## config.mk

```make
export PLATFORM = sky130hd
export DESIGN_NAME = queued_at_command_frame_parser
export DESIGN_NICKNAME = d
export VERILOG_FILES = /design/src/frame_parser_pkg.sv /design/src/byte_stream_if.sv /design/src/two_entry_buffer.sv /design/src/queued_at_command_frame_parser.sv
export SDC_FILE = /design/constraint.sdc
export NUM_CORES = 1
export LEC_CHECK = 0
export BUFFER_PORTS_ARGS = -buffer_cell sky130_fd_sc_hd__buf_4
export CAP_MARGIN = 40
export CORE_ASPECT_RATIO = 1.5
export CORE_MARGIN = 1
export CORE_UTILIZATION = 40
export DETAILED_ROUTE_END_ITERATION = 12
export PLACE_DENSITY = 0.71
export REMOVE_ABC_BUFFERS = 1
export SLEW_MARGIN = 0
export SYNTH_ARGS = -nofsm -noshare
export SYNTH_HDL_FRONTEND = slang
export SYNTH_SLANG_ARGS = --single-unit
```

## constraint.sdc

```tcl
create_clock -name clk -period 13 [get_ports clk]
set_clock_uncertainty 0.05 [all_clocks]
set_input_delay 1.3 -clock clk [delete_from_list [all_inputs] [get_ports clk]]
set_output_delay 1.3 -clock clk [all_outputs]
set_load 0.005 [all_outputs]
```

## src/frame_parser_pkg.sv

```systemverilog
package frame_parser_pkg;
  localparam logic [7:0] START_MARK = 8'h7e;
  localparam logic [7:0] TYPE_IMMEDIATE = 8'h08;
  localparam logic [7:0] TYPE_QUEUED = 8'h09;
  localparam logic [7:0] TYPE_REMOTE = 8'h17;
  localparam logic [7:0] TYPE_LOCAL_RSP = 8'h88;
  localparam logic [7:0] TYPE_REMOTE_RSP = 8'h97;
  localparam logic [7:0] CSUM_GOOD = 8'hff;
  // byte positions within a frame
  localparam logic [15:0] POS_TYPE = 16'h0003;
  localparam logic [15:0] POS_ID = 16'h0004;
  localparam logic [15:0] POS_CMD_HI = 16'h0005;
  localparam logic [15:0] POS_CMD_LO = 16'h0006;
  localparam logic [15:0] POS_VALUE = 16'h0007;
  localparam logic [15:0] POS_ADDR_FIRST = 16'h0005;
  localparam logic [15:0] POS_ADDR_LAST = 16'h000c;
  localparam logic [15:0] POS_OPTIONS = 16'h000f;
  localparam logic [15:0] POS_RCMD_HI = 16'h0010;
  localparam logic [15:0] POS_RCMD_LO = 16'h0011;
  localparam logic [15:0] POS_RVALUE = 16'h0012;
  // length of a query frame, i.e. no parameter bytes
  localparam logic [15:0] LOCAL_QUERY_LEN = 16'h0004;
  localparam logic [15:0] REMOTE_QUERY_LEN = 16'h000f;
  localparam int OPT_NO_ACK_BIT = 0;
  localparam int OPT_APPLY_BIT = 1;
  localparam int OPT_SECURE_BIT = 4;
  localparam logic [7:0] OPT_UNUSED_MASK = 8'hec;
  localparam logic [63:0] BROADCAST_ADDR = 64'h0000_0000_0000_ffff;
  localparam logic [15:0] RESERVED_FIELD = 16'hfffe;
  localparam logic [15:0] APPLY_CHANGES_COMMAND = 16'h4143;
  localparam logic [15:0] SERIAL_RATE_SETTING = 16'h4244;
  localparam logic [15:0] MODULE_TEMPERATURE_QUERY = 16'h5450;
  localparam logic [15:0] CHANNEL_SETTING = 16'h4348;
  localparam logic [7:0] STATUS_OK = 8'h00;
  localparam logic [7:0] STATUS_BAD_CMD = 8'h02;
  localparam logic [7:0] STATUS_BAD_PARAM = 8'h03;
  localparam int NUM_SLOT = 2;
  localparam logic [15:0] SLOT_CODE [NUM_SLOT] = '{SERIAL_RATE_SETTING, CHANNEL_SETTING};
  localparam logic [7:0] SLOT_RESET [NUM_SLOT] = '{8'h03, 8'h0c};
  localparam int RSP_MAX = 16;
  localparam logic [4:0] LOCAL_RSP_LEN = 5'h05;
  localparam logic [4:0] REMOTE_RSP_LEN = 5'h0f;
  typedef enum logic [2:0] {
    P_HUNT = 3'b000, P_LEN_HI = 3'b001, P_LEN_LO = 3'b010,
    P_BODY = 3'b011, P_CSUM = 3'b100
  } parse_state_type;
  typedef enum logic [1:0] {
    E_IDLE = 2'b00, E_HEAD = 2'b01, E_BODY = 2'b10, E_CSUM = 2'b11
  } emit_state_type;
endpackage

```

## src/byte_stream_if.sv

```systemverilog
interface byte_stream_if #(parameter int WIDTH = 8);
  logic valid;
  logic ready;
  logic [WIDTH-1:0] data;
  modport src (output valid, output data, input ready);
  modport snk (input valid, input data, output ready);
endinterface

```

## src/two_entry_buffer.sv

```systemverilog
module two_entry_buffer
  import frame_parser_pkg::*;
#(
  parameter int WIDTH = 8,
  parameter int DEPTH = 2
)
(
  input wire logic clk,
  input wire logic rst,
  byte_stream_if.snk in_s,
  output logic out_valid,
  output logic [WIDTH-1:0] out_data,
  input wire logic out_ready
);
  localparam int AW = (DEPTH > 1) ? $clog2(DEPTH) : 1;

  // pointers wrap by overflow, so only powers of two serve
  if (DEPTH < 2 || (DEPTH & (DEPTH - 1)) != 0)
  begin : g_bad_depth
    $error("two_entry_buffer: DEPTH must be a power of two, at least 2");
  end

  logic [WIDTH-1:0] mem_ff [DEPTH];
  logic [AW-1:0] wr_ptr_ff;
  logic [AW-1:0] rd_ptr_ff;
  logic [AW:0] count_ff;
  logic push;
  logic pop;

  assign in_s.ready = (count_ff != (AW+1)'(DEPTH));
  assign out_valid = (count_ff != '0);
  assign out_data = mem_ff[rd_ptr_ff];
  assign push = in_s.valid && in_s.ready;
  assign pop = out_valid && out_ready;

  always_ff @(posedge clk)
  begin
    if (push)
      mem_ff[wr_ptr_ff] <= in_s.data;
  end

  always_ff @(posedge clk or posedge rst)
  begin
    if (rst)
    begin
      wr_ptr_ff <= '0;
      rd_ptr_ff <= '0;
      count_ff <= '0;
    end
    else
    begin
      if (push)
        wr_ptr_ff <= wr_ptr_ff + 1'b1;
      if (pop)
        rd_ptr_ff <= rd_ptr_ff + 1'b1;
      if (push && !pop)
        count_ff <= count_ff + 1'b1;
      else if (pop && !push)
        count_ff <= count_ff - 1'b1;
    end
  end
endmodule // two_entry_buffer

```

## src/queued_at_command_frame_parser.sv

```systemverilog
// Operation
// (RULE_01) frame begins at one-byte start marker
// (RULE_02) two-byte length counts bytes before checksum
// (RULE_03) type 0x09 is a queued local request
// (RULE_04) byte four is frame id; zero suppresses answer
// (RULE_05) bytes five, six name the command
// (RULE_06) parameter bytes are queued; none means query
// (RULE_07) checksum is 0xff minus sum from three
// (RULE_08) queued values wait for 0x08 or apply
// (RULE_09) active setting unchanged while change only queued
// (RULE_10) query has checksum right after command
// (RULE_11) queued query answers 0x88 with active value
// (RULE_12) 0x88 answer carries the request frame id
// (RULE_13) remote 0x17 answered by 0x97 with id
// (RULE_14) remote applies only with apply bit or later
// (RULE_15) host should send remote requests unicast only
// (RULE_16) broadcast remote unacknowledged; each node answers
// (RULE_17) remote layout: address, reserved, options, command
// (RULE_18) options: no-ack, apply, secure; rest zero
// (RULE_19) bad checksum discarded, then hunt for marker
// (RULE_20) shadow store copied to active in one step
module queued_at_command_frame_parser
  import frame_parser_pkg::*;
(
  input wire logic clk,
  input wire logic rst,
  input wire logic rx_valid,
  input wire logic [7:0] rx_data,
  output logic rx_ready,
  output logic tx_valid,
  output logic [7:0] tx_data,
  input wire logic tx_ready,
  input wire logic [7:0] temp_value,
  output logic [7:0] serial_rate,
  output logic [NUM_SLOT*8-1:0] active_values,
  output logic pending_any,
  output logic frame_ok,
  output logic frame_bad,
  output logic remote_req,
  output logic [63:0] remote_dest,
  output logic [15:0] remote_cmd,
  output logic [7:0] remote_value,
  output logic remote_has_value,
  output logic remote_no_ack,
  output logic remote_apply,
  output logic remote_secure,
  input wire logic remote_rsp_valid,
  input wire logic [63:0] remote_rsp_addr,
  input wire logic [7:0] remote_rsp_status,
  input wire logic [7:0] remote_rsp_value,
  input wire logic remote_rsp_has_value,
  output logic remote_rsp_ready
);
  parse_state_type pstate_ff;
  emit_state_type estate_ff;
  logic [15:0] len_ff;
  logic [15:0] rem_ff;
  logic [15:0] pos_ff;
  logic [7:0] sum_ff;
  logic [7:0] type_ff;
  logic [7:0] id_ff;
  logic [15:0] cmd_ff;
  logic [7:0] val_ff;
  logic [63:0] addr_ff;
  logic [7:0] opt_ff;
  logic [7:0] rid_ff;
  logic [7:0] active_ff [NUM_SLOT];
  logic [7:0] shadow_ff [NUM_SLOT];
  logic [NUM_SLOT-1:0] pending_ff;
  logic [7:0] rsp_ff [RSP_MAX];
  logic [4:0] rsp_len_ff;
  logic [1:0] hcnt_ff;
  logic [4:0] bidx_ff;
  logic [7:0] esum_ff;
  logic rx_take;
  logic end_go;
  logic good;
  logic is_local;
  logic is_remote;
  logic is_query;
  logic is_apply;
  logic is_temp;
  logic [NUM_SLOT-1:0] hit;
  logic [7:0] hit_value;
  logic apply_all;
  logic local_go;
  logic remote_go;
  logic [7:0] status;
  logic has_value;
  logic [7:0] rsp_value;

  byte_stream_if #(.WIDTH(8)) emit_s ();

  assign rx_take = rx_valid && rx_ready;
  // only the last byte is held back while an answer drains, so the
  // answer store is never overwritten mid-send
  assign rx_ready = (pstate_ff != P_CSUM) || (estate_ff == E_IDLE);
  assign end_go = rx_take && (pstate_ff == P_CSUM);
  assign good = (8'(sum_ff + rx_data) == CSUM_GOOD); // see (RULE_07)
  assign is_local = ((type_ff == TYPE_QUEUED) || (type_ff == TYPE_IMMEDIATE))
    && (len_ff >= LOCAL_QUERY_LEN); // see (RULE_03)
  assign is_remote = (type_ff == TYPE_REMOTE) && (len_ff >= REMOTE_QUERY_LEN);
  assign is_query = is_local ? (len_ff == LOCAL_QUERY_LEN)
    : (len_ff == REMOTE_QUERY_LEN); // see (RULE_10)
  assign is_apply = (cmd_ff == APPLY_CHANGES_COMMAND);
  assign is_temp = (cmd_ff == MODULE_TEMPERATURE_QUERY);
  // any 0x08 set, or the apply command of either type, commits the queue
  assign apply_all = end_go && good && is_local
    && (is_apply || ((type_ff == TYPE_IMMEDIATE) && !is_query)); // see (RULE_08)
  assign local_go = end_go && good && is_local && (id_ff != 8'h00); // see (RULE_04)
  assign remote_rsp_ready = (estate_ff == E_IDLE) && !end_go;
  assign remote_go = remote_rsp_valid && remote_rsp_ready
    && (rid_ff != 8'h00); // see (RULE_04)
  assign serial_rate = active_ff[0]; // see (RULE_09)
  assign pending_any = |pending_ff;

  always_comb
  begin
    hit_value = 8'h00;
    for (int i = 0; i < NUM_SLOT; i++)
    begin
      hit[i] = (cmd_ff == SLOT_CODE[i]);
      if (hit[i])
        hit_value = active_ff[i];
    end
  end

  always_comb
  begin
    status = STATUS_BAD_CMD;
    has_value = 1'b0;
    rsp_value = hit_value; // see (RULE_11)
    if (is_apply || (|hit))
      status = STATUS_OK;
    else if (is_temp)
      status = is_query ? STATUS_OK : STATUS_BAD_PARAM;
    if (is_temp)
      rsp_value = temp_value;
    if (is_query && !is_apply && (status == STATUS_OK))
      has_value = 1'b1;
  end

  always_ff @(posedge clk or posedge rst)
  begin
    if (rst)
    begin
      pstate_ff <= P_HUNT;
      len_ff <= '0;
      rem_ff <= '0;
      pos_ff <= '0;
      sum_ff <= '0;
    end
    else if (rx_take)
    begin
      case (pstate_ff)
        P_HUNT:
        begin
          if (rx_data == START_MARK)
            pstate_ff <= P_LEN_HI; // see (RULE_01)
        end
        P_LEN_HI:
        begin
          len_ff[15:8] <= rx_data; // see (RULE_02)
          pstate_ff <= P_LEN_LO;
        end
        P_LEN_LO:
        begin
          len_ff[7:0] <= rx_data;
          rem_ff <= {len_ff[15:8], rx_data};
          pos_ff <= POS_TYPE;
          sum_ff <= 8'h00;
          pstate_ff <= ({len_ff[15:8], rx_data} == 16'h0000) ? P_HUNT : P_BODY;
        end
        P_BODY:
        begin
          sum_ff <= 8'(sum_ff + rx_data);
          rem_ff <= rem_ff - 16'h0001;
          if (pos_ff != 16'hffff)
            pos_ff <= pos_ff + 16'h0001;
          if (rem_ff == 16'h0001)
            pstate_ff <= P_CSUM;
        end
        P_CSUM:
          pstate_ff <= P_HUNT; // see (RULE_19)
        default:
          pstate_ff <= P_HUNT;
      endcase
    end
  end

  // field capture; the value keeps the last byte, i.e. the low byte
  always_ff @(posedge clk or posedge rst)
  begin
    if (rst)
    begin
      type_ff <= '0;
      id_ff <= '0;
      cmd_ff <= '0;
      val_ff <= '0;
      addr_ff <= '0;
      opt_ff <= '0;
    end
    else if (rx_take && (pstate_ff == P_BODY))
    begin
      if (pos_ff == POS_TYPE)
        type_ff <= rx_data;
      if (pos_ff == POS_ID)
        id_ff <= rx_data; // see (RULE_04)
      if (type_ff == TYPE_REMOTE)
      begin
        if (pos_ff >= POS_ADDR_FIRST && pos_ff <= POS_ADDR_LAST)
          addr_ff <= {addr_ff[55:0], rx_data}; // see (RULE_17)
        if (pos_ff == POS_OPTIONS)
          opt_ff <= rx_data;
        if (pos_ff == POS_RCMD_HI)
          cmd_ff[15:8] <= rx_data;
        if (pos_ff == POS_RCMD_LO)
          cmd_ff[7:0] <= rx_data;
        if (pos_ff >= POS_RVALUE)
          val_ff <= rx_data;
      end
      else
      begin
        if (pos_ff == POS_CMD_HI)
          cmd_ff[15:8] <= rx_data; // see (RULE_05)
        if (pos_ff == POS_CMD_LO)
          cmd_ff[7:0] <= rx_data;
        if (pos_ff >= POS_VALUE)
          val_ff <= rx_data; // see (RULE_06)
      end
    end
  end

  genvar g;
  generate
    for (g = 0; g < NUM_SLOT; g++)
    begin : g_slot
      logic queue_wr;
      logic direct_wr;
      assign queue_wr = end_go && good && is_local && !is_query && hit[g]
        && (type_ff == TYPE_QUEUED); // see (RULE_06)
      assign direct_wr = end_go && good && is_local && !is_query && hit[g]
        && (type_ff == TYPE_IMMEDIATE);
      assign active_values[g*8 +: 8] = active_ff[g];

      always_ff @(posedge clk or posedge rst)
      begin
        if (rst)
        begin
          active_ff[g] <= SLOT_RESET[g];
          shadow_ff[g] <= SLOT_RESET[g];
          pending_ff[g] <= 1'b0;
        end
        else
        begin
          if (queue_wr)
            shadow_ff[g] <= val_ff; // see (RULE_20)
          // a direct write wins over a queued value of the same slot
          if (direct_wr)
            active_ff[g] <= val_ff;
          else if (apply_all && pending_ff[g])
            active_ff[g] <= shadow_ff[g]; // see (RULE_09)
          if (queue_wr)
            pending_ff[g] <= 1'b1;
          else if (apply_all || direct_wr)
            pending_ff[g] <= 1'b0; // see (RULE_08)
        end
      end
    end
  endgenerate

  // forwarded remote request; the radio side sends it and answers
  always_ff @(posedge clk or posedge rst)
  begin
    if (rst)
    begin
      remote_req <= 1'b0;
      remote_dest <= '0;
      remote_cmd <= '0;
      remote_value <= '0;
      remote_has_value <= 1'b0;
      remote_no_ack <= 1'b0;
      remote_apply <= 1'b0;
      remote_secure <= 1'b0;
      rid_ff <= '0;
      frame_ok <= 1'b0;
      frame_bad <= 1'b0;
    end
    else
    begin
      frame_ok <= end_go && good;
      frame_bad <= end_go && !good; // see (RULE_19)
      remote_req <= end_go && good && is_remote
        && ((opt_ff & OPT_UNUSED_MASK) == 8'h00); // see (RULE_18)
      if (end_go && good && is_remote)
      begin
        remote_dest <= addr_ff;
        remote_cmd <= cmd_ff;
        remote_value <= val_ff;
        remote_has_value <= !is_query;
        // broadcasts carry no acknowledgement
        remote_no_ack <= opt_ff[OPT_NO_ACK_BIT]
          || (addr_ff == BROADCAST_ADDR); // see (RULE_16)
        remote_apply <= opt_ff[OPT_APPLY_BIT]; // see (RULE_14)
        remote_secure <= opt_ff[OPT_SECURE_BIT];
        rid_ff <= id_ff; // see (RULE_13)
      end
    end
  end

  // answer builder; each remote node answer makes its own 0x97 when the request frame id is nonzero
  always_ff @(posedge clk or posedge rst)
  begin
    if (rst)
    begin
      rsp_len_ff <= '0;
      for (int i = 0; i < RSP_MAX; i++)
        rsp_ff[i] <= 8'h00;
    end
    else if (local_go)
    begin
      rsp_ff[0] <= TYPE_LOCAL_RSP;
      rsp_ff[1] <= id_ff; // see (RULE_12)
      rsp_ff[2] <= cmd_ff[15:8];
      rsp_ff[3] <= cmd_ff[7:0];
      rsp_ff[4] <= status;
      rsp_ff[5] <= rsp_value; // see (RULE_11)
      rsp_len_ff <= LOCAL_RSP_LEN + {4'h0, has_value};
    end
    else if (remote_go)
    begin
      rsp_ff[0] <= TYPE_REMOTE_RSP; // see (RULE_13)
      rsp_ff[1] <= rid_ff;
      for (int k = 0; k < 8; k++)
        rsp_ff[2+k] <= remote_rsp_addr[63-8*k -: 8];
      rsp_ff[10] <= RESERVED_FIELD[15:8];
      rsp_ff[11] <= RESERVED_FIELD[7:0];
      rsp_ff[12] <= remote_cmd[15:8];
      rsp_ff[13] <= remote_cmd[7:0];
      rsp_ff[14] <= remote_rsp_status;
      rsp_ff[15] <= remote_rsp_value;
      rsp_len_ff <= REMOTE_RSP_LEN + {4'h0, remote_rsp_has_value};
    end
  end

  always_comb
  begin
    emit_s.valid = (estate_ff != E_IDLE);
    case (estate_ff)
      E_HEAD:
        emit_s.data = (hcnt_ff == 2'd0) ? START_MARK
          : (hcnt_ff == 2'd1) ? 8'h00 : {3'b000, rsp_len_ff};
      E_BODY:
        emit_s.data = rsp_ff[bidx_ff[3:0]];
      E_CSUM:
        emit_s.data = 8'(CSUM_GOOD - esum_ff); // see (RULE_07)
      default:
        emit_s.data = 8'h00;
    endcase
  end

  always_ff @(posedge clk or posedge rst)
  begin
    if (rst)
    begin
      estate_ff <= E_IDLE;
      hcnt_ff <= '0;
      bidx_ff <= '0;
      esum_ff <= '0;
    end
    else
    begin
      case (estate_ff)
        E_IDLE:
        begin
          hcnt_ff <= 2'd0;
          if (local_go || remote_go)
            estate_ff <= E_HEAD;
        end
        E_HEAD:
        begin
          if (emit_s.ready)
          begin
            hcnt_ff <= hcnt_ff + 2'd1;
            bidx_ff <= 5'd0;
            esum_ff <= 8'h00;
            if (hcnt_ff == 2'd2)
              estate_ff <= E_BODY;
          end
        end
        E_BODY:
        begin
          if (emit_s.ready)
          begin
            esum_ff <= 8'(esum_ff + emit_s.data);
            bidx_ff <= bidx_ff + 5'd1;
            if (bidx_ff == rsp_len_ff - 5'd1)
              estate_ff <= E_CSUM;
          end
        end
        E_CSUM:
        begin
          if (emit_s.ready)
            estate_ff <= E_IDLE;
        end
        default:
          estate_ff <= E_IDLE;
      endcase
    end
  end

  // receiver stalls back up through the buffer into the emitter
  two_entry_buffer #(.WIDTH(8), .DEPTH(2)) two_entry_buffer_inst (
    .clk(clk),
    .rst(rst),
    .in_s(emit_s),
    .out_valid(tx_valid),
    .out_data(tx_data),
    .out_ready(tx_ready)
  );
endmodule // queued_at_command_frame_parser

```

==> Flow_metrics.wiki, run 1 <==
{| class="wikitable"
! Metric !! Value
|-
| WL per Instance || 21.5 um
|-
| Number of flip-flops in the largest register || 108
|-
| Top cells by area in the synthesized netlist || sky130_fd_sc_hd__dfrtp_1 50%, sky130_fd_sc_hd__mux2_2 8.9%, sky130_fd_sc_hd__mux2_4 5.3%
|-
| Initial Util || 40.4%
|-
| Ys async rst share || 96.5%
|-
| Final cell count without fillers || 2,773
|-
| Die ar. || 55,000 sq um
|-
| FF+latch count, synth || 458
|-
| Maximum number of pins on one net before global-route repair || 165
|-
| CP Max Fanout || 54
|-
| Fraction of the yosys area taken by sequential cells || 53.5%
|-
| Via density per instance || 5.58
|-
| Filler cell count || 4,678
|-
| Fraction of power consumed by the clock network || 39.7%
|-
| Share of the clock period used by the worst path || 37.8%
|-
| Die X || 192 um
|-
| Final routed DRC violation total || 0
|-
| Final setup fails || 0
|-
| Most frequent cells in the layout || 433 x sky130_fd_sc_hd__dfrtp_1, 298 x sky130_fd_sc_hd__nand2_1, 252 x sky130_fd_sc_hd__buf_4
|-
| Mean cell area of the mapped netlist || 11.7 sq um
|-
| FP Rows || 104
|-
| Number of max-slew violations in the final report || 0
|-
| Switching Share || 28.6%
|-
| I/O pins || 233
|-
| Setup WS pre-CTS || 7.56 ns
|-
| Gr ovfl total || 0
|-
| Register with the most flip-flops || rsp_ff
|-
| Library cells used by synthesis || 82
|-
| Leakage power summed over all cells || 12.5 nW
|-
| Area share of the largest cell type after synthesis || 50.3%
|-
| Most used flip-flop cell after synthesis || sky130_fd_sc_hd__dfrtp_1
|-
| Number of buffers on the longest clock path || 3
|-
| Hold buffers post-CTS || 0
|-
| Max-slew headroom || 21.2%
|-
| Global-route wire length before repair || 93,100 um
|-
| Proportion of layout cells with a drive suffix above 1 || 30.5%
|-
| Clock-pin transition on the worst setup and hold timing paths || 0.07 ns
|-
| Cells after synthesis || 1,850
|-
| TritonCTS clock tree || yes
|-
| Final net count || 2,181
|-
| Floorplan die height || 287 um
|-
| Peak clock frequency supported by timing || 204 MHz
|-
| Starting DRC count in detailed routing || 1,019
|-
| Cells resized by post-CTS repair || 0
|-
| Number of global-route vias before repair || 16,000
|-
| Signed area change from the synthesized netlist to the final layout || 18.7%
|-
| Switch Pwr || 1.03 mW
|-
| Least-Margin Pin Slew || 1.18 ns
|-
| Top cell type by total area after synthesis || sky130_fd_sc_hd__dfrtp_1
|-
| Cell Area, Synth || 21,600 sq um
|-
| Final RePlAce weighted congestion || 0.901
|-
| Final critical-path required period || 4.91 ns
|-
| Total via count after detailed routing || 15,500
|-
| Part of the total power dissipated in combinational logic || 14.2%
|-
| Final critical-path setup slack || 8.09 ns
|-
| Root buf cell || sky130_fd_sc_hd__clkbuf_16
|-
| Total half-perimeter wirelength after legalization and detailed placement || 42,000 um
|-
| Total clock sinks || 458
|-
| Placed Cells || 2,687
|-
| Seq pwr share || 46.1%
|-
| Unrepaired setup endpoints after global routing || no
|-
| Routed Antenna Nets || 0
|-
| Crit path DAT || 5.34 ns
|-
| Critical path capture point type || flop
|-
| Number of hold-slack violations in the final timing report || 0
|-
| Number of flops mapped to enable cells by yosys || 16
|-
| Worst Setup Start Kind || input pin
|-
| Crit path kind || in -> reg
|-
| 1st-pass router iterations || 7
|-
| Initial antenna violation count || 1
|-
| Worst min-delay path category || reg -> reg
|-
| Overall routing resource usage || 21.9%
|-
| PwrDens || 141 nW/um^2
|-
| Largest registers ranked by flip-flop count || rsp_ff: 108 flops, addr_ff: 64 flops, remote_dest: 64 flops
|-
| Worst hold slack || 0.396 ns
|-
| Internal power || 2.58 mW
|-
| Num CTS Buffers || 46
|-
| Worst vdd rail ir drop || 0.123 mV
|-
| Count of buffers inserted at the top-level ports || 232
|-
| Core Region || 53,500 sq um
|-
| Max Cap Viol || 0
|-
| DRT Wirelength || 59,700 um
|-
| Number of warning messages in the yosys log || 0
|-
| Insertion delay of the later-clocked pin in the worst-skew pair || 0.60 ns
|-
| Diode count || 0
|-
| Post-CTS Setup Bufs || 0
|-
| Most common cell after layout, fill and taps aside || sky130_fd_sc_hd__dfrtp_1
|-
| Worst endpoint required time || 13.43 ns
|-
| Number of levels in the clock H-tree || 2
|-
| Run status || complete, no violations
|}
cell type report:
type	count	area [sq um]	share of cell area, %
well taps	689	862	3.36
flip-flops and latches	458	11600	45.0
clock buffers	67	1340	5.23
multi-input cells	1253	9430	36.8
inverters	28	113	0.439
clock inverters	19	298	1.16
repair buffers	259	2050	7.98
cell usage after synthesis (18+ instances only):
cell type	instances
sky130_fd_sc_hd__mux2_4	76
sky130_fd_sc_hd__ha_1	31
sky130_fd_sc_hd__o22a_1	18
sky130_fd_sc_hd__dfrtp_1	434
sky130_fd_sc_hd__xnor2_1	22
sky130_fd_sc_hd__mux2_2	171
sky130_fd_sc_hd__nand2_1	299
sky130_fd_sc_hd__nor3_1	20
sky130_fd_sc_hd__nand3_1	51
sky130_fd_sc_hd__nor2_1	79
sky130_fd_sc_hd__inv_1	28
sky130_fd_sc_hd__clkbuf_1	73
sky130_fd_sc_hd__a221o_1	34
sky130_fd_sc_hd__nor2b_1	34
sky130_fd_sc_hd__a21oi_1	40
sky130_fd_sc_hd__o31ai_1	19
sky130_fd_sc_hd__nand4_1	25
sky130_fd_sc_hd__and2_1	31
sky130_fd_sc_hd__nor4_1	34
sky130_fd_sc_hd__mux4_2	21
sky130_fd_sc_hd__o21ai_0	50
path summary, 6_finish.rpt:
kind / slack [ns] / end / depth (start not counted) / startpoint
min reg2reg: 0.40 / remote_req / 1 / opt_ff[7]
max: 8.09 / remote_dest[44] / 11 / rx_data[0]
min in group asynchronous: 0.55 / rsp_ff[14] / 2 / rst
min: 0.40 / remote_req / 1 / opt_ff[7]
max reg2reg: 8.56 / esum_ff[7] / 13 / bidx_ff[1]
max in group asynchronous: 9.97 / serial_rate[0] / 6 / rst
through the flow:
stage | instance area, sq um | util (%) | TNS, ns | total power, mW
final | 25600 | 48.0 | 0 | 3.61
after global routing | 25600 | 48.0 | 0 | 3.76
after CTS | 25600 | 48.0 | 0 | 3.64
after detailed placement | 24000 | 44.9 | 0 | 2.20
after global placement | 23900 | 44.6 | 0 | 2.17
after floorplan | 21100 | - | -282.95 | 2.00
power by group through the flow:
stage	logic, mW	registers (mW)	clock network [mW]
global route	0.571	1.68	1.51
CTS	0.517	1.66	1.46
floorplan	0.350	1.65	0
finish	0.515	1.66	1.43
detailed placement	0.513	1.69	0
global placement	0.492	1.68	0
critical path: stages:
cell and delay, ns:
sky130_fd_sc_hd__buf_4 0.17, sky130_fd_sc_hd__ha_1 0.25, sky130_fd_sc_hd__fa_1 0.43, sky130_fd_sc_hd__a211oi_2 0.33, sky130_fd_sc_hd__o2111a_1 0.24, sky130_fd_sc_hd__nand4_1 0.12
sky130_fd_sc_hd__or3_1 0.51, sky130_fd_sc_hd__or4_4 0.75, sky130_fd_sc_hd__buf_16 0.27, sky130_fd_sc_hd__buf_4 0.41, sky130_fd_sc_hd__mux2_4 0.41
cells by family after synthesis:
group	after synthesis	synth area share, %
mux	281	17.0
compound gates	258	8.72
fa+ha+maj	33	1.98
flops	458	53.5
simple gates	648	14.5
buf+inv	139	2.93
xor+xnor	33	1.34
metal layers:
metal	vias to the layer above	track usage [%]	wire length, um
li1	7030	-	-
met1	7861	26.0	23100
met2	460	38.9	31500
met3	121	3.11	2640
met4	2	9.48	2430
met5	-	0	13
No activity file was read; power rests on OpenSTA's default activity.
==> inputs of run 2 (changes only) <==
Clock period 13 ns to 4.3 ns, I/O delays scaled along.
==> run 2 against run 1 <==
Against the previous run: non-clock buffer count grew 54; wire length shrank 0.43%; worst setup slack lost 7.6 ns; register-to-register slack lost 8.1 ns; clock-buffer cell count shrank 7; total power grew to 3.1 times the previous value; utilization grew 1.1 points; final cell count grew 1.9%; via count grew 1.8%; global-route usage shrank 0.41 points; largest cell class unchanged.
==> Flow_metrics.wiki, run 2 (synthesis results as in run 1) <==
{| class="wikitable"
! Metric !! Value
|-
| Final setup fails || 0 (unchanged)
|-
| Root buf cell || sky130_fd_sc_hd__clkbuf_16
|-
| Final RePlAce weighted congestion || 0.862 (-4.3%)
|-
| Routed Antenna Nets || 0 (unchanged)
|-
| Share of the clock period used by the worst path || 88.5%
|-
| Run status || complete, no violations
|-
| Insertion delay of the later-clocked pin in the worst-skew pair || 0.58 ns (-0.02 ns)
|-
| Maximum number of pins on one net before global-route repair || 111 (-33%)
|-
| Number of hold-slack violations in the final timing report || 0 (unchanged)
|-
| Floorplan die height || 287 um (unchanged)
|-
| Initial Util || 40.4% (unchanged)
|-
| Overall routing resource usage || 21.5% (-0.41 points)
|-
| Unrepaired setup endpoints after global routing || no
|-
| Worst min-delay path category || in -> reg
|-
| Worst-path cell chain || ha_1 -> fa_1 -> a211oi_2 -> o2111a_1 -> nand4_1 -> or3_1 -> or4_4 -> buf_12 -> mux2_4
|-
| Number of buffers on the longest clock path || 3 (unchanged)
|-
| Final critical-path required period || 3.80 ns
|-
| Number of levels in the clock H-tree || 2 (unchanged)
|-
| Cells resized by post-CTS repair || 0 (unchanged)
|-
| Worst hold slack || 0.0151 ns (-0.381 ns)
|-
| Final net count || 2,235 (+2.5%)
|-
| FP Rows || 104 (unchanged)
|-
| Proportion of layout cells with a drive suffix above 1 || 31.0% (+0.45 points)
|-
| Critical path capture point type || flop
|-
| CP Max Fanout || 58 (+7.4%)
|-
| Register with the most flip-flops || rsp_ff
|-
| Worst vdd rail ir drop || 0.326 mV (+170%)
|-
| Worst endpoint required time || 4.72 ns (-8.71 ns)
|-
| Buffering stage count on the worst path with inverters included || 1 (-2)
|-
| WL per Instance || 21.0 um (-2.3%)
|-
| Number of global-route vias before repair || 16,200 (+1.0%)
|-
| Largest registers ranked by flip-flop count || rsp_ff: 108 flops, addr_ff: 64 flops, remote_dest: 64 flops
|-
| Total via count after detailed routing || 15,700 (+1.8%)
|-
| Critical path's top delay family || simple AND/OR/NAND/NOR gates
|-
| Highest cell delay on the worst timing path || 0.73 ns (-0.02 ns)
|-
| Starting DRC count in detailed routing || 932 (-8.5%)
|-
| Crit path kind || reg -> reg
|-
| Total half-perimeter wirelength after legalization and detailed placement || 41,900 um (-0.23%)
|-
| Die X || 192 um (unchanged)
|-
| Num CTS Buffers || 46 (unchanged)
|-
| Global-route wire length before repair || 91,800 um (-1.3%)
|-
| Total clock sinks || 458 (unchanged)
|-
| Worst Setup Start Kind || flop
|-
| Number of max-slew violations in the final report || 0 (unchanged)
|-
| Least-Margin Pin Slew || 1.14 ns (-0.0383 ns)
|-
| Post-CTS Setup Bufs || 0 (unchanged)
|-
| Most frequent cells in the layout || 433 x sky130_fd_sc_hd__dfrtp_1, 298 x sky130_fd_sc_hd__nand2_1, 272 x sky130_fd_sc_hd__buf_4
|-
| Slowest cell on crit path || sky130_fd_sc_hd__or4_4
|-
| Cell area after layout || 26,200 sq um (+2.2%)
|-
| Leakage power summed over all cells || 12.8 nW (+2.4%)
|-
| Area after DPL || 24,100 sq um (+0.58%)
|-
| TritonCTS clock tree || yes
|-
| Diode count || 0 (unchanged)
|-
| Most common cell after layout, fill and taps aside || sky130_fd_sc_hd__dfrtp_1
|-
| Max Cap Viol || 0 (unchanged)
|-
| Crit path DAT || 4.22 ns (-1.12 ns)
|-
| 1st-pass router iterations || 7 (unchanged)
|-
| Via density per instance || 5.57 (-0.17%)
|-
| Core Region || 53,500 sq um (unchanged)
|-
| Final routed DRC violation total || 0 (unchanged)
|-
| Utilization of the core after routing || 49.0% (+1.1 points)
|-
| DRT Wirelength || 59,400 um (-0.43%)
|-
| Die ar. || 55,000 sq um (unchanged)
|-
| Number of flip-flops in the largest register || 108 (unchanged)
|-
| Peak clock frequency supported by timing || 263 MHz
|-
| I/O pins || 233 (unchanged)
|-
| Gr ovfl total || 0 (unchanged)
|-
| Count of buffers inserted at the top-level ports || 232 (unchanged)
|-
| GR Util met1 || 25.2% (-0.83 points)
|-
| Met2 Track Usage GR || 38.3% (-0.60 points)
|-
| Signed area change from the synthesized netlist to the final layout || 21.3%
|-
| PwrDens || 425 nW/um^2 (+200%)
|-
| Initial antenna violation count || 1 (unchanged)
|-
| Busiest layer in global routing || met2
|-
| Clock-pin transition on the worst setup and hold timing paths || 0.07 ns (about the same)
|-
| Max-slew headroom || 23.8% (+2.6 points)
|-
| GRT met3 Usage || 2.96% (-0.15 points)
|-
| Sum of negative setup slack || 0 ns (unchanged)
|}
==> run 2: cell types whose count changed in the layout (fill, tap and decap cells not counted) <==
cell	before	now
sky130_fd_sc_hd__inv_16	2	0
sky130_fd_sc_hd__clkinv_16	0	1
sky130_fd_sc_hd__dlygate4sd3_1	0	33
sky130_fd_sc_hd__clkinv_2	2	7
sky130_fd_sc_hd__clkbuf_1	11	4
sky130_fd_sc_hd__buf_16	4	0
sky130_fd_sc_hd__clkinv_4	4	3
sky130_fd_sc_hd__bufinv_16	5	9
sky130_fd_sc_hd__clkinvlp_4	2	1
sky130_fd_sc_hd__buf_12	2	7
sky130_fd_sc_hd__inv_4	1	0
sky130_fd_sc_hd__buf_4	252	272
sky130_fd_sc_hd__clkinv_1	0	2
==> run 2: cell type report <==
cell class | instances | area (sq um)
sequential | 458 | 11600
tap | 689 | 862
clock buffer | 60 | 1320
inverter | 28 | 113
timing repair buffer | 313 | 2520
fill | 4681 | 27300
multi-input combinational | 1253 | 9430
clock inverter | 26 | 418
==> run 2: timing repair <==
action | 4_1_cts | 5_1_grt
hold endpoints to repair | 131 | 0
hold buffers | 33 | 0
endpoints found under the setup margin | 0 | 0
==> run 2: metal layers <==
metal | wire length (um) | part of all wire (%)
met1 | 23200 | 39
met3 | 2560 | 4.3
met2 | 30900 | 52
met4 | 2730 | 4.6
met5 | 11 | 0.019
==> run 2: worst paths after layout <==
kind / from / end / slack (ns) / cells past startpoint
worst max register to register: sum_ff[0] / remote_dest[18] / 0.50 / 9
worst max-delay path: sum_ff[0] / remote_dest[18] / 0.50 / 9
min in group asynchronous: rst / rsp_ff[61] / 0.49 / 3
worst min-delay path: remote_rsp_addr[27] / rsp_ff[75] / 0.02 / 3
max in group asynchronous: rst / addr_ff[14] / 2.61 / 4
worst min register to register: opt_ff[7] / remote_req / 0.40 / 1
==> run 2: worst register-to-register path: stages, from the launching register on <==
cell                       delay, ns
sky130_fd_sc_hd__dfrtp_1        0.38
sky130_fd_sc_hd__ha_1           0.22
sky130_fd_sc_hd__fa_1           0.42
sky130_fd_sc_hd__a211oi_2       0.29
sky130_fd_sc_hd__o2111a_1       0.24
sky130_fd_sc_hd__nand4_1        0.13
sky130_fd_sc_hd__or3_1          0.50
sky130_fd_sc_hd__or4_4          0.73
sky130_fd_sc_hd__buf_12         0.28
sky130_fd_sc_hd__mux2_4         0.45
==> run 2: where the power goes <==
part | switching (mW) | internal, mW
combinational | 0.908 | 0.671
sequential | 0.391 | 4.64
clock | 1.80 | 2.72
==> run 2: per-stage QoR <==
step                setup slack (ns)  total power [mW]  instances
floorplan                      -8.48              6.04       1739
global placement               0.374              6.56       2702
detailed placement             0.340              6.64       2708
CTS                            0.542              11.2       2827
global route                   0.417              11.6       2827
finish                         0.495              11.1       2827
